--- src/mcr_regs.svh ---
// Register offsets, field positions and reset values of the memory
// controller configuration and status slice.
// Assumes 20-bit absolute byte addresses on the internal register port.
`ifndef MCR_REGS_SVH
`define MCR_REGS_SVH

`define MCR_ADDR_W 20
`define MCR_ADDR_FIFO_EN 20'h30B01
`define MCR_ADDR_ERR_EN 20'h30B02
`define MCR_ADDR_CLK_BURST 20'h30B03
`define MCR_ADDR_SYNTH 20'h30B04
`define MCR_ADDR_RSVD_A 20'h30B05
`define MCR_ADDR_RSVD_B 20'h30B06
`define MCR_ADDR_FIFO_STS 20'h30B08
`define MCR_ADDR_COH_STS 20'h30B09
`define MCR_ADDR_RSVD_C 20'h30B0A

`define MCR_INCOH_EN_BIT 7
`define MCR_BURST_BIT 0
`define MCR_ICK_LO 2
`define MCR_ICK_HI 3
`define MCR_OCK_BIT 7
`define MCR_SYN_N_LO 1
`define MCR_SYN_N_HI 3
`define MCR_SYN_M_LO 5
`define MCR_SYN_M_HI 7
`define MCR_INCOH_STS_BIT 7

`define MCR_RST_FIFO_EN 8'h00
`define MCR_RST_ERR_EN 8'h00
`define MCR_RST_CLK_BURST 8'h00
`define MCR_RST_SYNTH 8'h00
`define MCR_RST_STATUS 8'h00

`define MCR_BURST_SHORT 3'h2
`define MCR_BURST_LONG 3'h4

`endif
--- src/mcr_pkg.sv ---
// Types shared by the memory controller register slice.
// Assumes mcr_regs.svh is compiled alongside.
`default_nettype none
package mcr_pkg;

    typedef logic [0:7] mcr_byte_t;

    typedef enum logic [1:0] {
        MCR_ICK_MEMORY = 2'b00,
        MCR_ICK_LINK_ONE = 2'b01,
        MCR_ICK_LINK_TWO = 2'b10,
        MCR_ICK_FABRIC = 2'b11
    } mcr_ick_e;

    typedef enum logic {
        MCR_OCK_HALF_INPUT = 1'b0,
        MCR_OCK_SYNTH = 1'b1
    } mcr_ock_e;

endpackage : mcr_pkg
`default_nettype wire

--- src/mcr_config_status.sv ---
// Configuration and status registers of the buffer-memory controller.
// Assumes a synchronous internal register port with one-cycle strobes;
// bit 0 of every byte is the leftmost bit, as on the register bus.
`timescale 1ns/1ps
`default_nettype none
`include "mcr_regs.svh"

module mcr_config_status
    import mcr_pkg::*;
#(
    parameter int ADDR_W = `MCR_ADDR_W
) (
    // Clock and reset
    input wire logic clk_in,
    input wire logic arst_n_in,
    input wire logic soft_reset_in,
    // Register port
    input wire logic [ADDR_W-1:0] reg_addr_in,
    input wire logic reg_wr_in,
    input wire logic reg_rd_in,
    input wire logic [0:7] reg_wdata_in,
    output logic [0:7] reg_rdata_out,
    // Controller events, bit order as in the FIFO status register
    input wire logic [0:7] fifo_event_in,
    input wire logic incoherence_event_in,
    // Summary read strobe from the common status register
    input wire logic summary_read_in,
    // Clock and burst controls
    output logic burst_length_select_out,
    output logic [2:0] burst_words_out,
    output mcr_ick_e input_clock_select_out,
    output mcr_ock_e output_clock_select_out,
    output logic [2:0] synth_numerator_out,
    output logic [2:0] synth_denominator_out,
    // Status and summaries
    output logic [0:7] fifo_flags_out,
    output logic incoherence_flag_out,
    output logic ctl_fifo_irq_summary_out,
    output logic ctl_nonfifo_irq_summary_out
);

    // ****************************************************************
    // Register storage
    // ****************************************************************
    mcr_byte_t fifo_enable_q;
    logic incoherence_flag_enable_q;
    logic burst_length_select_q;
    mcr_ick_e input_clock_select_q;
    mcr_ock_e output_clock_select_q;
    logic [2:0] synth_num_q;
    logic [2:0] synth_den_q;
    logic [2:0] burst_words_q;
    mcr_byte_t fifo_flags_q;
    logic incoherence_flag_q;
    logic fifo_cond_prev_q;
    logic nonfifo_cond_prev_q;
    logic fifo_summary_q;
    logic nonfifo_summary_q;
    mcr_byte_t rdata_q;
    mcr_byte_t rdata_d;

    logic wr_fifo_en;
    logic wr_err_en;
    logic wr_clk_burst;
    logic wr_synth;
    logic rd_fifo_sts;
    logic rd_coh_sts;
    logic fifo_cond;
    logic nonfifo_cond;

    assign wr_fifo_en = reg_wr_in && (reg_addr_in == `MCR_ADDR_FIFO_EN);
    assign wr_err_en = reg_wr_in && (reg_addr_in == `MCR_ADDR_ERR_EN);
    assign wr_clk_burst = reg_wr_in && (reg_addr_in == `MCR_ADDR_CLK_BURST);
    assign wr_synth = reg_wr_in && (reg_addr_in == `MCR_ADDR_SYNTH);
    assign rd_fifo_sts = reg_rd_in && (reg_addr_in == `MCR_ADDR_FIFO_STS);
    assign rd_coh_sts = reg_rd_in && (reg_addr_in == `MCR_ADDR_COH_STS);

    // ****************************************************************
    // Enable registers
    // ****************************************************************
    always_ff @(posedge clk_in or negedge arst_n_in) begin
        if (!arst_n_in) begin
            fifo_enable_q <= `MCR_RST_FIFO_EN;
        end else if (soft_reset_in) begin
            fifo_enable_q <= `MCR_RST_FIFO_EN;
        end else if (wr_fifo_en) begin
            fifo_enable_q <= reg_wdata_in;
        end
    end

    always_ff @(posedge clk_in or negedge arst_n_in) begin
        if (!arst_n_in) begin
            incoherence_flag_enable_q <= 1'b0;
        end else if (soft_reset_in) begin
            incoherence_flag_enable_q <= 1'b0;
        end else if (wr_err_en) begin
            incoherence_flag_enable_q <= reg_wdata_in[`MCR_INCOH_EN_BIT];
        end
    end

    // ****************************************************************
    // Clock, burst and synthesiser configuration
    // ****************************************************************
    always_ff @(posedge clk_in or negedge arst_n_in) begin
        if (!arst_n_in) begin
            burst_length_select_q <= 1'b0;
            input_clock_select_q <= MCR_ICK_MEMORY;
            output_clock_select_q <= MCR_OCK_HALF_INPUT;
        end else if (soft_reset_in) begin
            burst_length_select_q <= 1'b0;
            input_clock_select_q <= MCR_ICK_MEMORY;
            output_clock_select_q <= MCR_OCK_HALF_INPUT;
        end else if (wr_clk_burst) begin
            burst_length_select_q <= reg_wdata_in[`MCR_BURST_BIT];
            input_clock_select_q <=
                mcr_ick_e'(reg_wdata_in[`MCR_ICK_LO:`MCR_ICK_HI]);
            output_clock_select_q <= mcr_ock_e'(reg_wdata_in[`MCR_OCK_BIT]);
        end
    end

    always_ff @(posedge clk_in or negedge arst_n_in) begin
        if (!arst_n_in) begin
            synth_num_q <= 3'h0;
            synth_den_q <= 3'h0;
        end else if (soft_reset_in) begin
            synth_num_q <= 3'h0;
            synth_den_q <= 3'h0;
        end else if (wr_synth) begin
            synth_num_q <= reg_wdata_in[`MCR_SYN_N_LO:`MCR_SYN_N_HI];
            synth_den_q <= reg_wdata_in[`MCR_SYN_M_LO:`MCR_SYN_M_HI];
        end
    end

    // Words per memory burst
    always_ff @(posedge clk_in or negedge arst_n_in) begin
        if (!arst_n_in) begin
            burst_words_q <= `MCR_BURST_SHORT;
        end else begin
            burst_words_q <= burst_length_select_q ? `MCR_BURST_LONG
                                                   : `MCR_BURST_SHORT;
        end
    end

    // ****************************************************************
    // Status flags: set wins over clear on read
    // ****************************************************************
    genvar gi;
    generate
        for (gi = 0; gi < 8; gi++) begin : g_fifo_flag
            always_ff @(posedge clk_in or negedge arst_n_in) begin
                if (!arst_n_in) begin
                    fifo_flags_q[gi] <= 1'b0;
                end else if (soft_reset_in) begin
                    fifo_flags_q[gi] <= 1'b0;
                end else if (fifo_event_in[gi] && fifo_enable_q[gi]) begin
                    fifo_flags_q[gi] <= 1'b1;
                end else if (rd_fifo_sts) begin
                    fifo_flags_q[gi] <= 1'b0;
                end
            end

        end
    endgenerate

    always_ff @(posedge clk_in or negedge arst_n_in) begin
        if (!arst_n_in) begin
            incoherence_flag_q <= 1'b0;
        end else if (soft_reset_in) begin
            incoherence_flag_q <= 1'b0;
        end else if (incoherence_event_in && incoherence_flag_enable_q) begin
            incoherence_flag_q <= 1'b1;
        end else if (rd_coh_sts) begin
            incoherence_flag_q <= 1'b0;
        end
    end

    // ****************************************************************
    // Summaries: set on rising enabled condition, clear on read
    // ****************************************************************
    assign fifo_cond = |(fifo_event_in & fifo_enable_q);
    assign nonfifo_cond = incoherence_event_in && incoherence_flag_enable_q;

    always_ff @(posedge clk_in or negedge arst_n_in) begin
        if (!arst_n_in) begin
            fifo_cond_prev_q <= 1'b0;
            nonfifo_cond_prev_q <= 1'b0;
        end else if (soft_reset_in) begin
            fifo_cond_prev_q <= 1'b0;
            nonfifo_cond_prev_q <= 1'b0;
        end else begin
            fifo_cond_prev_q <= fifo_cond;
            nonfifo_cond_prev_q <= nonfifo_cond;
        end
    end

    always_ff @(posedge clk_in or negedge arst_n_in) begin
        if (!arst_n_in) begin
            fifo_summary_q <= 1'b0;
        end else if (soft_reset_in) begin
            fifo_summary_q <= 1'b0;
        end else if (fifo_cond && !fifo_cond_prev_q) begin
            fifo_summary_q <= 1'b1;
        end else if (summary_read_in) begin
            fifo_summary_q <= 1'b0;
        end
    end

    always_ff @(posedge clk_in or negedge arst_n_in) begin
        if (!arst_n_in) begin
            nonfifo_summary_q <= 1'b0;
        end else if (soft_reset_in) begin
            nonfifo_summary_q <= 1'b0;
        end else if (nonfifo_cond && !nonfifo_cond_prev_q) begin
            nonfifo_summary_q <= 1'b1;
        end else if (summary_read_in) begin
            nonfifo_summary_q <= 1'b0;
        end
    end

    // ****************************************************************
    // Read path
    // ****************************************************************
    always_comb begin
        rdata_d = 8'h00;
        unique case (reg_addr_in)
            `MCR_ADDR_FIFO_EN: begin
                rdata_d = fifo_enable_q;
            end
            `MCR_ADDR_ERR_EN: begin
                rdata_d[`MCR_INCOH_EN_BIT] = incoherence_flag_enable_q;
            end
            `MCR_ADDR_CLK_BURST: begin
                rdata_d[`MCR_BURST_BIT] = burst_length_select_q;
                rdata_d[`MCR_ICK_LO:`MCR_ICK_HI] = input_clock_select_q;
                rdata_d[`MCR_OCK_BIT] = output_clock_select_q;
            end
            `MCR_ADDR_SYNTH: begin
                rdata_d[`MCR_SYN_N_LO:`MCR_SYN_N_HI] = synth_num_q;
                rdata_d[`MCR_SYN_M_LO:`MCR_SYN_M_HI] = synth_den_q;
            end
            `MCR_ADDR_FIFO_STS: begin
                rdata_d = fifo_flags_q;
            end
            `MCR_ADDR_COH_STS: begin
                rdata_d[`MCR_INCOH_STS_BIT] = incoherence_flag_q;
            end
            default: begin
                rdata_d = 8'h00;
            end
        endcase
    end

    always_ff @(posedge clk_in or negedge arst_n_in) begin
        if (!arst_n_in) begin
            rdata_q <= 8'h00;
        end else if (reg_rd_in) begin
            rdata_q <= rdata_d;
        end
    end

    // ****************************************************************
    // Outputs
    // ****************************************************************
    assign reg_rdata_out = rdata_q;
    assign burst_length_select_out = burst_length_select_q;
    assign burst_words_out = burst_words_q;
    assign input_clock_select_out = input_clock_select_q;
    assign output_clock_select_out = output_clock_select_q;
    assign synth_numerator_out = synth_num_q;
    assign synth_denominator_out = synth_den_q;
    assign fifo_flags_out = fifo_flags_q;
    assign incoherence_flag_out = incoherence_flag_q;
    assign ctl_fifo_irq_summary_out = fifo_summary_q;
    assign ctl_nonfifo_irq_summary_out = nonfifo_summary_q;
endmodule : mcr_config_status
`default_nettype wire

--- config.mk ---
export PLATFORM = sky130hd
export DESIGN_NAME = mcr_config_status
export DESIGN_NICKNAME = d
export VERILOG_FILES = /design/src/mcr_pkg.sv /design/src/mcr_config_status.sv
export VERILOG_INCLUDE_DIRS = /design/src
export SDC_FILE = /design/constraint.sdc
export NUM_CORES = 1
export LEC_CHECK = 0
export ABC_AREA = 1
export BUFFER_PORTS_ARGS = -buffer_cell sky130_fd_sc_hd__buf_2
export CAP_MARGIN = 0
export CORE_ASPECT_RATIO = 0.6
export CORE_MARGIN = 2
export CORE_UTILIZATION = 47
export CTS_BUF_LIST = sky130_fd_sc_hd__clkbuf_4
export DETAILED_ROUTE_END_ITERATION = 12
export GPL_TIMING_DRIVEN = 0
export PLACE_DENSITY_LB_ADDON = 0.1
export SLEW_MARGIN = 15
export SYNTH_ARGS = -nofsm -noshare
export SYNTH_HDL_FRONTEND = slang
export SYNTH_SLANG_ARGS = --single-unit
--- constraint.sdc ---
create_clock -name clk_in -period 1 [get_ports clk_in]
set_clock_uncertainty 0.2 [all_clocks]
set_input_delay 0.05 -clock clk_in [delete_from_list [all_inputs] [get_ports clk_in]]
set_output_delay 0.05 -clock clk_in [all_outputs]
set_load 0.05 [all_outputs]
==> out/results.txt <==
Top area cells in the synthesized netlist: dfrtp_1, nand2_1, nand4_1
IR Drop Worst-Case VDD: 0.734 mV
Dpl hpwl: 4.63 mm
Vias in the first global route: 2423
Number of nets still failing antenna checks after routing: 0
Routed WL: 7.72 mm
Antenna Diode Count: 0
DR pass1 iterations: 4
Netlist cell types: 29
Static leakage: 0.00191 uW
Number of standard cells in the layout, taps in and fillers out: 469
Largest net degree at the start of global routing: 43
Clock Path Buffers: 2
Synth Register Bits: 42
Level count of the clock H-tree: 2
Count of pins over their slew limit: 0
CP top delay family: flip-flops
Failing checks: hold timing, setup timing
R2R cell count: 4
Number of buffers added to fix hold violations after cts: 9
Row Count: 19
Count of maximum capacitance violations: 0
Total via count in the routed design: 2507
Placer congestion estimate: 0.894
Final std cell area, no fill: 3810 um2
Yosys warning total: 0
Nets in the synthesized netlist: 312
Post-route setup slack: -0.321 ns
Number of CTS-inserted buffers: 5
Wire length of the first global-routing pass: 12.0 mm
Highest cell delay on the worst timing path: 0.55 ns
Total standard cell area after synthesis: 2170 um2
Clock sink count: 42
Startpoint of the worst-slack reg-to-reg timing path: fifo_enable_q[7]
Area of the placeable core: 4490 um2
CP Class: flip-flop to output pin
Least-Margin Pin Slew: 0.936 ns
Startpoint type of the worst setup path: flip-flop
Beginning of the critical path: burst_words_out[1]
I/O pin total: 75
Post-DR vias/cell: 5.35
Utilization after layout: 84.7%
Insertion delay to the later sink of the worst-skew pair: 0.37 ns
# port buffers: 72
CP endpoint kind: output pin
Setup slack on the worst flop-to-flop path: -0.29 ns
Final setup violating endpoints: 70
Placed Area: 2730 um2
Dominant cell type by area after synthesis: dfrtp_1
Final Hold Violating Endpoints: 71
Slew margin rel.: 37.6%
Synth Instances: 269
Placed Cells incl. Taps: 404
Cell at the slowest stage of the critical path: dfstp_2
Register area share after synthesis: 48.5%
Arrival time worst endpoint: 1.07 ns
Ordered list of cells on the worst path: buf_6
Initial core utilization: 48.3%
Antenna violations before repair: 0
Share of post-route cells with drive strength above 1: 60.6%
Die area: 5190 um2
Routed wire per std cell: 16.5 um
Clock transition at the register clock pins on the worst setup and hold paths after CTS: 0.14 ns
Total buffers and inverters traversed by the critical path: 1
Power density over cell area: 870 nW/um2
Syn Area/Cell: 8.06 um2
Endpoint required time on the critical path: 0.75 ns
Final-layout fill cell count: 236
Net count reported at finish: 448
Clock root buffer: clkbuf_4
Horizontal die dimension: 91.7 um
Worst r2r dst: ctl_fifo_irq_summary_out
Layout area overhead: 75.5%
DRC violation count after routing: 0
Path type of the worst min-delay path: input port to async pin
Setup repair after global routing missed its margin: true
Most common library cell in the layout ignoring fill and taps: buf_6
Result of the run: complete, but fails checks
Maximum frequency from static timing analysis: 757 MHz
Commonest cells after routing, fill and taps aside: buf_6, nand2_1, buf_2
Clock period minus worst slack: 1.32 ns
Overall overflow remaining after global route: 0
Die span in y: 56.6 um
Post-synth top area share: 47.3%
TritonCTS clock tree: yes
Period Utilization, post-route: 132%
Violation count after the first detailed-route iteration: 223
Tot GR Track Use: 30.2%
Worst-case hold slack: -0.399 ns
Maximum fanout count along the critical path: 1
==> area by class of cell <==
cell class	instances	area, um2	area share [%]
Buffer	10	57.6	1.51
Clock buffer	5	37.5	0.986
Clock inverter	3	23.8	0.625
Inverter	25	101	2.66
Multi-Input combinational cell	192	1280	33.5
Sequential cell	42	1080	28.4
Tap cell	63	78.8	2.07
Timing Repair Buffer	129	1150	30.2
==> logic make-up after synthesis <==
kind of cell,Yosys count,share of synthesized area [%]
buffers and inverters,35,6.69
AO/OA/AOI/OAI,26,6.58
other,1,0.173
AND/OR/NAND/NOR,165,38.0
flip-flops,42,48.5
==> synthesized netlist by cell type, drive strengths merged <==
library cell  instances
dfrtp                41
conb                  1
dfstp                 1
o22ai                 1
a21oi                 9
nand3b                1
o21ai                15
nand2                83
o32ai                 1
nor3                  2
buf                   5
nand4                29
nor2                 29
nand3                20
clkbuf                5
inv                  25
or2                   1
==> metal layers <==
| metal | global-route usage (%) | up-vias | wire length (um) |
|---|---|---|---|
| met5 | 0 | - | 0 |
| met4 | 8.01 | 0 | 155 |
| met3 | 6.85 | 17 | 549 |
| met2 | 48.0 | 126 | 3680 |
| met1 | 42.2 | 1198 | 3340 |
| li1 | - | 1166 | - |
==> where the power goes <==
group	total, uW	leakage, uW	switching [uW]	internal, uW
Combinational	633	0.00134	384	249
Clock	911	0.0000278	629	282
Sequential	1770	0.000538	33.6	1740
Total	3310	0.00191	1050	2270
==> worst max path at each step <==
| stage | slack [ns] | depth (start not counted) | to |
|---|---|---|---|
| floorplan | -0.24 | 9 | fifo_enable_q[0] |
| global placement | -0.50 | 10 | fifo_enable_q[7] |
| detailed placement | -0.51 | 10 | fifo_enable_q[7] |
| CTS | -0.31 | 1 | burst_words_out[1] |
| global route | -0.35 | 1 | burst_words_out[1] |
| finish | -0.32 | 1 | burst_words_out[1] |
==> repair_timing <==
action                                  in CTS  in global routing
resized for setup                          105                 53
endpoints found under the setup margin      68                 72
buffers inserted                            38                 14
pin swaps                                   29                 24
hold endpoints to repair                    81                 66
cloned                                       1                  0
==> flip-flops by register name (all words and copies together) (netlist names) <==
register / count
burst_length_select_out: 1
burst_words_out: 2
ctl_fifo_irq_summary_out: 1
ctl_nonfifo_irq_summary_out: 1
fifo_cond_prev_q: 1
fifo_enable_q: 8
fifo_flags_out: 8
incoherence_flag_enable_q: 1
incoherence_flag_out: 1
input_clock_select_out: 2
nonfifo_cond_prev_q: 1
output_clock_select_out: 1
reg_rdata_out: 8
synth_denominator_out: 3
synth_numerator_out: 3
==> through the flow <==
| step | total power (uW) | setup slack (ns) | setup TNS, ns |
|---|---|---|---|
| 2_1_floorplan | 2050 | -0.243 | -5.42 |
| 3_3_place_gp | 2240 | -0.503 | -18.11 |
| 3_5_place_dp | 2250 | -0.513 | -18.68 |
| 4_1_cts | 3260 | -0.312 | -9.41 |
| 5_1_grt | 3460 | -0.354 | -14.37 |
| 6_report | 3310 | -0.321 | -11.57 |
(Power assumes the default switching activity.)
